--- src/hw/liu_cfg_map.svh ---
// Purpose: Register offsets, field positions and reset values for the LIU configuration/alarm bank
// Assumes: 8-bit host register port, byte offsets
// Notes: Definitions only
`ifndef LIU_CFG_MAP_SVH
`define LIU_CFG_MAP_SVH
`define LIU_OFS_LOS_STATUS 8'h04
`define LIU_OFS_AUTO_ALL_ONES 8'h0e
`define LIU_OFS_GLOBAL_CONFIG 8'h0f
`define LIU_OFS_TPL_POINTER 8'h10
`define LIU_OFS_TPL_CODE 8'h11
`define LIU_OFS_DRV_HIGHZ 8'h12
`define LIU_OFS_AIS_STATUS 8'h13
`define LIU_OFS_AIS_MASK 8'h14
`define LIU_OFS_AIS_IRQ 8'h15
`define LIU_OFS_IRQ_STATUS 8'h16
`define LIU_OFS_IRQ_MASK 8'h17
`define LIU_CFG_INSERT_BIT 6
`define LIU_CFG_SHORT_BIT 5
`define LIU_CFG_CODE_BIT 4
`define LIU_CFG_DEPTH_BIT 3
`define LIU_CFG_BW_BIT 2
`define LIU_CFG_RESET 8'h00
`define LIU_CFG_WMASK 8'h7f
`define LIU_PTR_WMASK 8'h07
`define LIU_TPL_WMASK 8'h07
`define LIU_TPL_RESET 3'h0
`define LIU_REG_RESET 8'h00
`define LIU_JA_TX 2'b01
`define LIU_JA_RX 2'b11
`endif

--- src/hw/liu_pkg.sv ---
// Purpose: Types for the LIU configuration/alarm bank
// Assumes: Eight channels
// Notes: Constants live in liu_cfg_map.svh
package liu_pkg;
    typedef logic [7:0] liu_byte_t;
    typedef logic [2:0] liu_tpl_t;
    typedef struct packed {
        liu_byte_t auto_all_ones_enable;
        liu_byte_t global_config;
        liu_byte_t template_channel_pointer;
        liu_tpl_t [7:0] pulse_template_code;
        liu_byte_t driver_highz;
        liu_byte_t alarm_irq_mask;
        liu_byte_t alarm_irq_status;
        liu_byte_t los_s1;
        liu_byte_t los_s2;
        liu_byte_t los_s3;
        liu_byte_t los_stable;
        liu_byte_t ais_s1;
        liu_byte_t ais_s2;
        liu_byte_t ais_s3;
        liu_byte_t ais_stable;
        liu_byte_t ais_prev;
        logic [1:0] irq_status;
        logic [1:0] irq_mask;
        liu_byte_t rdata;
    } liu_state_s;
endpackage

--- src/hw/liu_cfg_regs.sv ---
// Purpose: Configuration and alarm register bank of an eight-channel T1/E1 line interface
// Assumes: Host port with one-cycle strobes; LOS and ALARM_INDICATION_STATUS detector levels come from outside the clock domain
// Notes: Read data stands in the cycle after the read strobe only
`timescale 1ns/10ps
`default_nettype none
`include "liu_cfg_map.svh"

// Overview of operation
// - A channel sends all ones to the line during loss of signal when its automatic all-ones bit is set.
// - Global bit 6 makes the system side of a channel in loss of signal carry alarm indication.
// - Global bit 5 low keeps transmit short-circuit protection on, high turns it off.
// - Global bit 4 low picks B8ZS/HDB3 coding, high picks AMI.
// - Global bit 3 picks a 32-bit (low) or 64-bit (high) attenuator FIFO.
// - Global bit 2 picks the low or high jitter transfer bandwidth.
// - Placement 01 puts the attenuator in transmit, 11 in receive, 00 and 10 leave it out.
// - The three-bit pointer picks channel 0 to 7 for the template register.
// - The three-bit template code picks the transmit pulse shape, E1 or a T1 cable range.
// - A set driver bit puts that channel's transmit driver in high impedance.
// - The alarm status register shows one per channel while alarm indication is detected.
// - An alarm mask bit of one allows that channel's alarm interrupt; all reset to blocked.
// - An alarm interrupt bit sets on either edge of its alarm status while its mask bit is one.
// - Alarm interrupt bits clear on a read of the alarm status register and are zero after reset.
// - The loss-of-signal status register shows one per channel while loss is detected.
module liu_cfg_regs
    import liu_pkg::*;
(
    input wire logic clk,
    input wire logic rst_n,
    input wire logic [7:0] addr,
    input wire logic [7:0] wdata,
    input wire logic wr,
    input wire logic rd,
    output logic [7:0] rdata,
    input wire logic [7:0] los_in,
    input wire logic [7:0] ais_in,
    output logic [7:0] tx_all_ones,
    output logic [7:0] sys_ais_insert,
    output logic short_protect_disable,
    output logic ami_select,
    output logic attenuator_depth_select,
    output logic attenuator_bandwidth_select,
    output logic ja_in_tx,
    output logic ja_in_rx,
    output logic [23:0] tx_template,
    output logic [7:0] driver_highz,
    output logic irq
);
    liu_state_s s;
    liu_state_s next_s;
    logic [7:0] ais_edge;
    logic [7:0] los_edge;
    logic ais_read;

    always_comb begin
        next_s = s;
        // Detector levels cross in; a change counts once stages two and three agree
        next_s.los_s1 = los_in;
        next_s.los_s2 = s.los_s1;
        next_s.los_s3 = s.los_s2;
        next_s.ais_s1 = ais_in;
        next_s.ais_s2 = s.ais_s1;
        next_s.ais_s3 = s.ais_s2;
        for (int i = 0; i < 8; i++) begin
            if (s.los_s2[i] == s.los_s3[i]) begin
                next_s.los_stable[i] = s.los_s3[i];
            end
            if (s.ais_s2[i] == s.ais_s3[i]) begin
                next_s.ais_stable[i] = s.ais_s3[i];
            end
        end
        next_s.ais_prev = s.ais_stable;
        ais_read = rd && (addr == `LIU_OFS_AIS_STATUS);
        ais_edge = (s.ais_stable ^ s.ais_prev) & s.alarm_irq_mask;
        los_edge = (s.los_stable ^ next_s.los_stable);
        // Set wins over the read clear so an edge in the read cycle is kept
        next_s.alarm_irq_status = (ais_read ? 8'h00 : s.alarm_irq_status) | ais_edge;
        if (ais_read && (|s.alarm_irq_status)) begin
            next_s.irq_status[0] = 1'b1;
        end
        if (|los_edge) begin
            next_s.irq_status[1] = 1'b1;
        end
        if (wr) begin
            case (addr)
                `LIU_OFS_AUTO_ALL_ONES: next_s.auto_all_ones_enable = wdata;
                `LIU_OFS_GLOBAL_CONFIG: next_s.global_config = wdata & `LIU_CFG_WMASK;
                `LIU_OFS_TPL_POINTER: next_s.template_channel_pointer = wdata & `LIU_PTR_WMASK;
                `LIU_OFS_TPL_CODE: next_s.pulse_template_code[s.template_channel_pointer[2:0]] = wdata[2:0];
                `LIU_OFS_DRV_HIGHZ: next_s.driver_highz = wdata;
                `LIU_OFS_AIS_MASK: next_s.alarm_irq_mask = wdata;
                `LIU_OFS_IRQ_MASK: next_s.irq_mask = wdata[1:0];
                default: ;
            endcase
        end
        next_s.rdata = `LIU_REG_RESET;
        if (rd) begin
            case (addr)
                `LIU_OFS_LOS_STATUS: next_s.rdata = s.los_stable;
                `LIU_OFS_AUTO_ALL_ONES: next_s.rdata = s.auto_all_ones_enable;
                `LIU_OFS_GLOBAL_CONFIG: next_s.rdata = s.global_config;
                `LIU_OFS_TPL_POINTER: next_s.rdata = s.template_channel_pointer;
                `LIU_OFS_TPL_CODE: next_s.rdata = {5'h0_0, s.pulse_template_code[s.template_channel_pointer[2:0]]};
                `LIU_OFS_DRV_HIGHZ: next_s.rdata = s.driver_highz;
                `LIU_OFS_AIS_STATUS: next_s.rdata = s.ais_stable;
                `LIU_OFS_AIS_MASK: next_s.rdata = s.alarm_irq_mask;
                `LIU_OFS_AIS_IRQ: next_s.rdata = s.alarm_irq_status;
                `LIU_OFS_IRQ_STATUS: begin
                    next_s.rdata = {6'h0_0, s.irq_status};
                    next_s.irq_status = {|los_edge, ais_read && (|s.alarm_irq_status)};
                end
                `LIU_OFS_IRQ_MASK: next_s.rdata = {6'h0_0, s.irq_mask};
                default: next_s.rdata = `LIU_REG_RESET;
            endcase
        end
    end

    always_ff @(posedge clk or negedge rst_n) begin
        if (!rst_n) begin
            s <= '0;
        end else begin
            s <= next_s;
        end
    end

    assign rdata = s.rdata;
    assign tx_all_ones = s.auto_all_ones_enable & s.los_stable;
    assign sys_ais_insert = {8{s.global_config[`LIU_CFG_INSERT_BIT]}} & s.los_stable;
    assign short_protect_disable = s.global_config[`LIU_CFG_SHORT_BIT];
    assign ami_select = s.global_config[`LIU_CFG_CODE_BIT];
    assign attenuator_depth_select = s.global_config[`LIU_CFG_DEPTH_BIT];
    assign attenuator_bandwidth_select = s.global_config[`LIU_CFG_BW_BIT];
    assign ja_in_tx = (s.global_config[1:0] == `LIU_JA_TX);
    assign ja_in_rx = (s.global_config[1:0] == `LIU_JA_RX);
    assign tx_template = s.pulse_template_code;
    assign driver_highz = s.driver_highz;
    // Alarm line always reaches the pin; the second source is the loss-change flag, gated by its mask
    assign irq = (|s.alarm_irq_status) || (s.irq_status[1] && s.irq_mask[1]);

    // One copy per channel; channels share the bus, the global configuration, the template pointer and the irq pin
    for (genvar gi = 0; gi < 8; gi++) begin : g_chan

    end
endmodule
`default_nettype wire

--- config.mk ---
export PLATFORM = sky130hd
export DESIGN_NAME = liu_cfg_regs
export DESIGN_NICKNAME = d
export VERILOG_FILES = /design/src/hw/liu_pkg.sv /design/src/hw/liu_cfg_regs.sv
export VERILOG_INCLUDE_DIRS = /design/src /design/src/hw
export SDC_FILE = /design/constraint.sdc
export NUM_CORES = 1
export LEC_CHECK = 0
export ABC_CLOCK_PERIOD_IN_PS = 1870
export BUFFER_PORTS_ARGS = -buffer_cell sky130_fd_sc_hd__buf_4
export CAP_MARGIN = 40
export CORE_UTILIZATION = 51
export DETAILED_ROUTE_END_ITERATION = 16
export PLACE_DENSITY = 0.75
export SLEW_MARGIN = 30
export SYNTH_ARGS = -nofsm -noshare
export SYNTH_HDL_FRONTEND = slang
export SYNTH_SLANG_ARGS = --single-unit
--- constraint.sdc ---
create_clock -name clk -period 1.87 [get_ports clk]
set_clock_uncertainty 0.2 [all_clocks]
set_input_delay 0 -clock clk [delete_from_list [all_inputs] [get_ports clk]]
set_output_delay 0 -clock clk [all_outputs]
set_load 0.03 [all_outputs]
# Word-level counts from Yosys, hierarchy flattened
# Cells that the tools add are included.
[classes]
magnitude_cmp = 2
eq_ne = 29
muxes = 20
bitwise_logic = 6
reduce_logical = 14
[ops]
columns = ["cell", "n"]
rows = [
  ["$pmux 8 s11", 1],
  ["$eq 8x5->1 const B", 8],
  ["$and 8x8->8", 3],
  ["$bwmux 24", 1],
  ["$eq 1x1->1", 16],
  ["$eq 8x4->1 const B", 2],
  ["$mux 8", 2],
  ["$reduce_or 8->1", 2],
  ["$xor 8x8->8", 2],
  ["$reduce_and 2->1", 7],
  ["$mux 1", 10],
  ["$bmux 3 s3", 1],
  ["$demux 3 s3", 1],
  ["$eq 8x3->1 const B", 1],
  ["$or 8x8->8", 1],
  ["$mux 3", 2],
  ["$logic_and 1x1->1", 4],
  ["$lt 3x4->1 const B", 1],
  ["$mux 2", 2],
  ["$ge 3x1->1 const B", 1],
  ["$eq 2x1->1 const B", 1],
  ["$eq 2x2->1 const B", 1],
  ["$logic_or 1x1->1", 1],
]
[totals]
ff_bits = 150
out_inout_bits = 63
wordCells = 104

# Logic depth before layout (Yosys ltp)
# Gate-level depths: netlist (run 1).
[logic_depth]
word_depth = 7
ltp_mapped = 7
mapped_depth_nobuf = 5

# Worst setup path before layout (run 1)
# Ideal clock, no wire load.
[synth_timing]
path_type = "reg-to-reg"
start = "register s[132] (netlist bit)"
end = "register s (netlist bit rdata[0])"
setup_time_ns = 0.142
arrival_ns = 1.474
required_time_ns = 1.528
path_slack_ns = 0.054
path_stages_with_launch = 6
period_less_slack_ns = 1.816
cell_sequence = "dfrtp_1 > buf_2 > mux4_2 > mux2_2 > a32oi_1 > a21oi_1"
[synth_rtl]
columns = ["element", "line", "text"]
rows = [
  ["start: declaration", "liu_cfg_regs.sv:48", "liu_state_s s;"],
  ["start signal: assignment", "liu_cfg_regs.sv:121", "s <= next_s;"],
]

==> qor.yml, run 1 <==
swShare_pct: 24.1
combPwrFrac_pct: 10.2
routed_wirelength_mm: 15.2
required_ns: 1.96
cp.arrival_ns: 1.94
cp_max_fo: 6
maxSlewHeadroom_pct: 63.7
core_area_um2: 12100
fillers: 849
power_frac_seq_pct: 49.0
cts_buffers: 17
clk_pin_slew_ns: 0.06
leakage_nw: 3.88
vias_per_cell: 5.43
synth_flop_cell: "dfrtp_1"
drtIter0Drc: 355
grt_usage_pct: 24.9
reg2regPathDepth: 5
powerDensity_nw_per_um2: 920
die_area_um2: 12900
finalCriticalPeriod_ns: 1.86
rsz0062_at_grt: "true"
cp.buffers_inverters: 1
p_switching_w: 0.00182
clockRootBuffer: "clkbuf_16"
drive_gt1_share_pct: 41.6
drv_slew: 0
insertion_delay_ns: 0.42
finalHoldViolations: 0
gr-total-overflow: 0
slowest_stage: "mux4_2"
wirelength_met1_mm: 6.78
areaGrowthSynthToFinish_pct: 28.8
vias: 4292
die_h_um: 114
synth_edf_count: 0
antenna_found_initial: 0
num_rows: 40
fin_tns_setup_ns: 0
portBuffers: 98
syn_nets: 518
ys_seq_area_share_pct: 59.1
finalPower_w: 0.00753
synth.distinct_cells: 47
crit_type: "reg2reg"
drv_cap: 0
rr_startpoint: "s[132]"
routabilityCongestion: 0.913
clockBufferDepth: 2
yosysMostFrequentCell: "dfrtp_1"
synth_top_area_share_pct: 59.1
min_to: "rdata[4]"
worst_ir_drop_vdd_mv: 0.968
dp_cells: 724
io_pins: 99
worstHoldPathType: "in2reg"
syn_area_per_cell_um2: 13.2
cts_max_level: 4
cts_tree: "done"
hpwlAfterDp_mm: 10.3
ys_seq_elements: 150
wl_per_cell_um: 19.2
synth_area_leaders: "dfrtp_1 59%, mux2_2 13%, buf_4 4.7%, mux4_2 2.1%, mux2i_1 1.9%"
critical-path-top-delay-family: "multiplexers"
synth_commonest_cells: "150 x dfrtp_1, 73 x mux2_2, 40 x buf_4"
highest_layer: "met4"
grt_first_pass_wirelength_mm: 23.9
regToRegSetupSlack_ns: 0.01
first_global_vias: 4404
critPathLaunchType: "register"
intPower_w: 0.00571
synthArstFlopShare_pct: 100
status: "completed"
nets: 648
clockPowerShare_pct: 40.8
drc: 0
yosys.area.top_type: "dfrtp_1"
path_cells: "buf_6, mux4_2, mux2_4, nand3_2, a31oi_1"
worst_pin_slew_ns: 0.545
crit_path_end_kind: "register"
worstHoldStart: "addr[7]"
yosysWarnings: 0
period_share_pct: 99.2
min_path_cells: 5
fp.dieW_um: 114
wl_met2_mm: 7.00
synthesis.area_um2: 6350
antenna_cells: 0
start_util_pct: 52.7
fmax_mhz: 539
ant_nets: 0
cts_sinks: 150
met3_length_mm: 1.00
worst_path_largest_cell_delay_ns: 0.50
finalSetupViolCount: 0
grt_max_degree: 56
synthCells: 482
instances_no_fill: 791
worstReg2RegEnd: "rdata[1]"
drtPass1Iterations: 5
-- worst max path at each step --
stage	to	slack (ns)	start	cells past startpoint
2_1_floorplan	rdata[0]	0.05	s[132]	5
3_3_place_gp	rdata[1]	-0.02	s[132]	5
3_5_place_dp	rdata[1]	-0.09	s[132]	5
4_1_cts	rdata[1]	-0.001	s[132]	5
5_1_grt	rdata[1]	-0.03	s[132]	5
6_report	rdata[1]	0.01	s[132]	5
-- worst register-to-register path: cells and delay by family (launching register included) --
| family | cells | cell delay, ns |
|---|---|---|
| buffers and inverters | 1 | 0.15 |
| AO/OA/AOI/OAI | 1 | 0.08 |
| AND/OR/NAND/NOR | 1 | 0.06 |
| flip-flops | 1 | 0.44 |
| multiplexers | 2 | 0.79 |
-- cells by family (layout without fill, tap and decap cells) --
logic type	count (synthesis)	in the layout	share of synthesized area [%]
buf+inv	60	201	5.99
compound gates	53	53	5.67
simple gates	112	112	9.94
fa+ha+maj	8	8	1.26
mux	91	91	17.0
xor+xnor	8	8	1.10
flops	150	150	59.1
-- layer usage --
metal / global-route usage (%) / up-vias
li1: - / 1937
met1: 34.8 / 2157
met2: 36.5 / 168
met3: 7.44 / 30
met4: 9.82 / 0
met5: 0 / -
-- per-stage QoR --
| stage | instance area [um^2] | hold WS [ns] | utilization (%) | setup slack, ns |
|---|---|---|---|---|
| floorplan | 6350 | -0.496 | - | 0.0538 |
| global placement | 7240 | -0.203 | 60.0 | -0.0218 |
| detailed placement | 7240 | -0.198 | 60.0 | -0.0901 |
| CTS | 8130 | -0.0138 | 67.4 | -0.00104 |
| global route | 8190 | 0.0126 | 67.9 | -0.0288 |
| finish | 8190 | 0.0142 | 67.9 | 0.0146 |
-- state kept, by name, indices dropped and copies added, names as in the netlist --
name,count
ami_select,1
attenuator_bandwidth_select,1
attenuator_depth_select,1
driver_highz,8
next_s,40
rdata,8
s,66
short_protect_disable,1
tx_template,24
-- timing repair --
| item | in CTS | in global routing |
|---|---|---|
| pin swaps | 0 | 8 |
| gates resized for setup | 3 | 11 |
| hold endpoints to repair | 244 | 0 |
| setup endpoints to repair | 9 | 42 |
| gates cloned | 0 | 0 |
| hold buffers | 35 | 0 |
| setup buffers | 1 | 3 |
-- power groups by stage --
| stage | logic (W) | clock network (W) | registers, W |
|---|---|---|---|
| final | 0.000766 | 0.00307 | 0.00369 |
| after global routing | 0.000830 | 0.00326 | 0.00372 |
| after CTS | 0.000757 | 0.00312 | 0.00368 |
| after detailed placement | 0.000695 | 0 | 0.00373 |
| after global placement | 0.000673 | 0 | 0.00372 |
| after floorplan | 0.000414 | 0 | 0.00367 |
-- area by class of cell --
cell class / instances / area, um^2 / area share, %
Timing Repair Buffer: 170 / 1420 / 17.4
Sequential cell: 150 / 3760 / 45.9
Clock buffer: 20 / 447 / 5.46
Tap cell: 168 / 210 / 2.57
Multi-Input combinational cell: 272 / 2260 / 27.6
Inverter: 1 / 3.75 / 0.0459
Clock inverter: 10 / 83.8 / 1.02
-- placed cells by master, fill, tap and decap left out, types with 9 or more instances in the layout --
cell	netlist	routed
clkbuf_16	0	17
buf_4	40	129
nand2_1	15	15
nand3_1	11	10
and2_1	18	18
mux2i_1	12	12
a22o_1	9	9
dfrtp_1	150	147
mux2_2	73	71
a21oi_1	11	11
dlygate4sd3_1	0	33
nor2_1	20	20
nor2b_1	12	12
(Power assumes the default switching activity.)
==> run 2, diff against run 1 <==
--- a/config.mk
+++ b/config.mk
@@ -6,12 +6,12 @@
 export SDC_FILE = /design/constraint.sdc
 export NUM_CORES = 1
 export LEC_CHECK = 0
-export ABC_CLOCK_PERIOD_IN_PS = 1870
 export BUFFER_PORTS_ARGS = -buffer_cell sky130_fd_sc_hd__buf_4
 export CAP_MARGIN = 40
 export CORE_UTILIZATION = 51
 export DETAILED_ROUTE_END_ITERATION = 16
-export PLACE_DENSITY = 0.75
+export PLACE_DENSITY = 0.76
+export RECOVER_POWER = 100
 export SLEW_MARGIN = 30
 export SYNTH_ARGS = -nofsm -noshare
 export SYNTH_HDL_FRONTEND = slang
==> run 2 against run 1 <==
Compared with the run above:
- the flow now finishes with violations (negative setup slack)
- via count increased by 4.2%
- global-route usage up 0.95 points
- first-iteration DRC count decreased by 0.28%
- setup slack got worse by 0.017 ns
- critical path type unchanged
==> qor.yml, run 2 (synthesis gave the netlist of run 1 again) <==
status: "finished, violations left"  # was completed
violations: "negative setup slack"
first_global_vias: 4625  # was 4404
cts_max_level: 4  # unchanged
whs_ns: 0.0353  # was 0.0142 ns
core_area_um2: 12100  # unchanged
finalHoldViolations: 0  # unchanged
drtPass1Iterations: 5  # unchanged
antenna_found_initial: 0  # unchanged
design_area_um2: 8080  # was 8190 um^2
clockRootBuffer: "clkbuf_16"  # unchanged
clockBufferDepth: 2  # unchanged
fin_ws_ns: -0.00291  # was 0.0146 ns
cts_buffers: 17  # unchanged
powerDensity_nw_per_um2: 959  # was 920 nW/um^2
drc: 0  # unchanged
drv_slew: 0  # unchanged
critPathLaunchType: "register"  # unchanged
gr-max-usage-layer: "met2"  # unchanged
required_ns: 1.95  # was 1.96 ns
fin_tns_setup_ns: -0.00291  # was 0 ns
drv_cap: 0  # unchanged
num_rows: 40  # unchanged
gr-total-overflow: 0  # unchanged
drtIter0Drc: 354  # was 355
met3_usage_pct: 5.53  # was 7.44%
drive_gt1_share_pct: 32.7  # was 41.6%
portBuffers: 98  # unchanged
wl_per_cell_um: 19.6  # was 19.2 um
cp_max_fo: 10  # was 6
grt_max_degree: 47  # was 56
worst_pin_slew_ns: 0.543  # was 0.545 ns
met2_usage_pct: 39.2  # was 36.5%
start_util_pct: 52.7  # unchanged
io_pins: 99  # unchanged
period_share_pct: 100  # was 99.2%
nets: 656  # was 648
clk_pin_slew_ns: 0.06  # about the same
largest_reg_flops: 66  # unchanged
grt_first_pass_wirelength_mm: 24.8  # was 23.9 mm
cp.arrival_ns: 1.95  # was 1.94 ns
grt_usage_pct: 25.8  # was 24.9%
final_cell_mix: "147 x dfrtp_1, 72 x mux2_2, 60 x buf_4, 54 x clkbuf_1, 40 x dlygate4sd3_1"  # was 147 x dfrtp_1, 129 x buf_4, 71 x mux2_2, 33 x dlygate4sd3_1, 20 x nor2_1
maxSlewHeadroom_pct: 63.8  # was 63.7%
vias_per_cell: 5.59  # was 5.43
ant_nets: 0  # unchanged
crit_path_end_kind: "register"  # unchanged
areaGrowthSynthToFinish_pct: 27.1  # was 28.8%
die_area_um2: 12900  # unchanged
routed_wirelength_mm: 15.7  # was 15.2 mm
finalCriticalPeriod_ns: 1.87  # was 1.86 ns
leakage_nw: 3.68  # was 3.88 nW
place_area_um2: 7230  # was 7240 um^2
finalSetupViolCount: 1  # was 0
cts_tree: "done"  # unchanged
crit_type: "reg2reg"  # unchanged
rsz0062_at_grt: "true"  # unchanged
fp.dieW_um: 114  # unchanged
routabilityCongestion: 0.877  # was 0.913
instances_no_fill: 801  # was 791
hpwlAfterDp_mm: 10.4  # was 10.3 mm
regArea_um2: 3760  # unchanged
regMostFlops: "s"  # unchanged
globalRouteMet1Util_pct: 35.6  # was 34.8%
final_common_cell: "dfrtp_1"  # unchanged
cts_sinks: 150  # unchanged
fmax_mhz: 534  # was 539 MHz
antenna_cells: 0  # unchanged
dp_cells: 724  # unchanged
worst_ir_drop_vdd_mv: 1.12  # was 0.968 mV
multi_input_area_um2: 2250  # was 2260 um^2
insertion_delay_ns: 0.43  # was 0.42 ns
die_h_um: 114  # unchanged
worstHoldPathType: "in2reg"  # unchanged
fillers: 893  # was 849
vias: 4474  # was 4292
run 2: cell count changes in the layout (fill, tap and decap cells not counted), sizes merged:
cell          previous run  this run
buf                    137        67
clkbuf                  20        90
clkinv                   7         5
dlygate4sd3             33        40
dlymetal6s4s             0         1
inv                      1         5
run 2: worst max-delay path, stage by stage, from the launching register on:
cell and delay [ns]:
dfrtp_2 0.47, buf_4 0.19, mux2i_1 0.22, mux2i_1 0.11, o21a_1 0.17, o211ai_1 0.22
a21oi_1 0.14
run 2: path summary, 6_finish.rpt:
path,startpoint,endpoint,slack (ns),depth (start not counted)
setup / recovery,s[134],rdata[2],-0.003,6
hold / removal,los_in[6],next_s[74],0.04,2
setup reg to reg,s[134],rdata[2],-0.003,6
hold reg to reg,next_s[75],next_s[67],0.15,0
max in group asynchronous,rst_n,next_s[74],0.22,4
min in group asynchronous,rst_n,s[31],0.38,3
run 2: layer usage:
layer / wire length (um) / vias up
met3: 1100 / 34
met2: 7490 / 206
met1: 6770 / 2269
met4: 384 / 0
met5: 0 / -
li1: - / 1965
run 2: power by group:
part	total [W]	internal [W]	switching, W	leakage (nW)
clock network	0.00327	0.00189	0.00139	0.272
registers	0.00370	0.00348	0.000224	1.90
logic	0.000773	0.000389	0.000384	1.51
run 2: cell type report:
class / count / share of cell area [%]
well taps: 168 / 2.60
clock inverters: 12 / 1.49
inverters: 1 / 0.0465
flip-flops and latches: 150 / 46.5
repair buffers: 178 / 16.0
multi-input cells: 272 / 27.9
clock buffers: 20 / 5.53
run 2: metrics by stage:
step | setup WS (ns) | power [W] | util, %
final | -0.00291 | 0.00775 | 67.0
after global routing | -0.0463 | 0.00801 | 67.0
after CTS | 0.00213 | 0.00778 | 68.2
after detailed placement | 0.00404 | 0.00444 | 59.9
after global placement | 0.0400 | 0.00440 | 59.9
after floorplan | 0.0538 | 0.00408 | -
run 2: repair_timing:
item / 4_1_cts / 5_1_grt
endpoints found under the hold margin: 244 / 0
resized for setup: 3 / 12
setup buffers: 2 / 2
hold buffers: 41 / 0
endpoints found under the setup margin: 1 / 27
pin swaps: 2 / 7
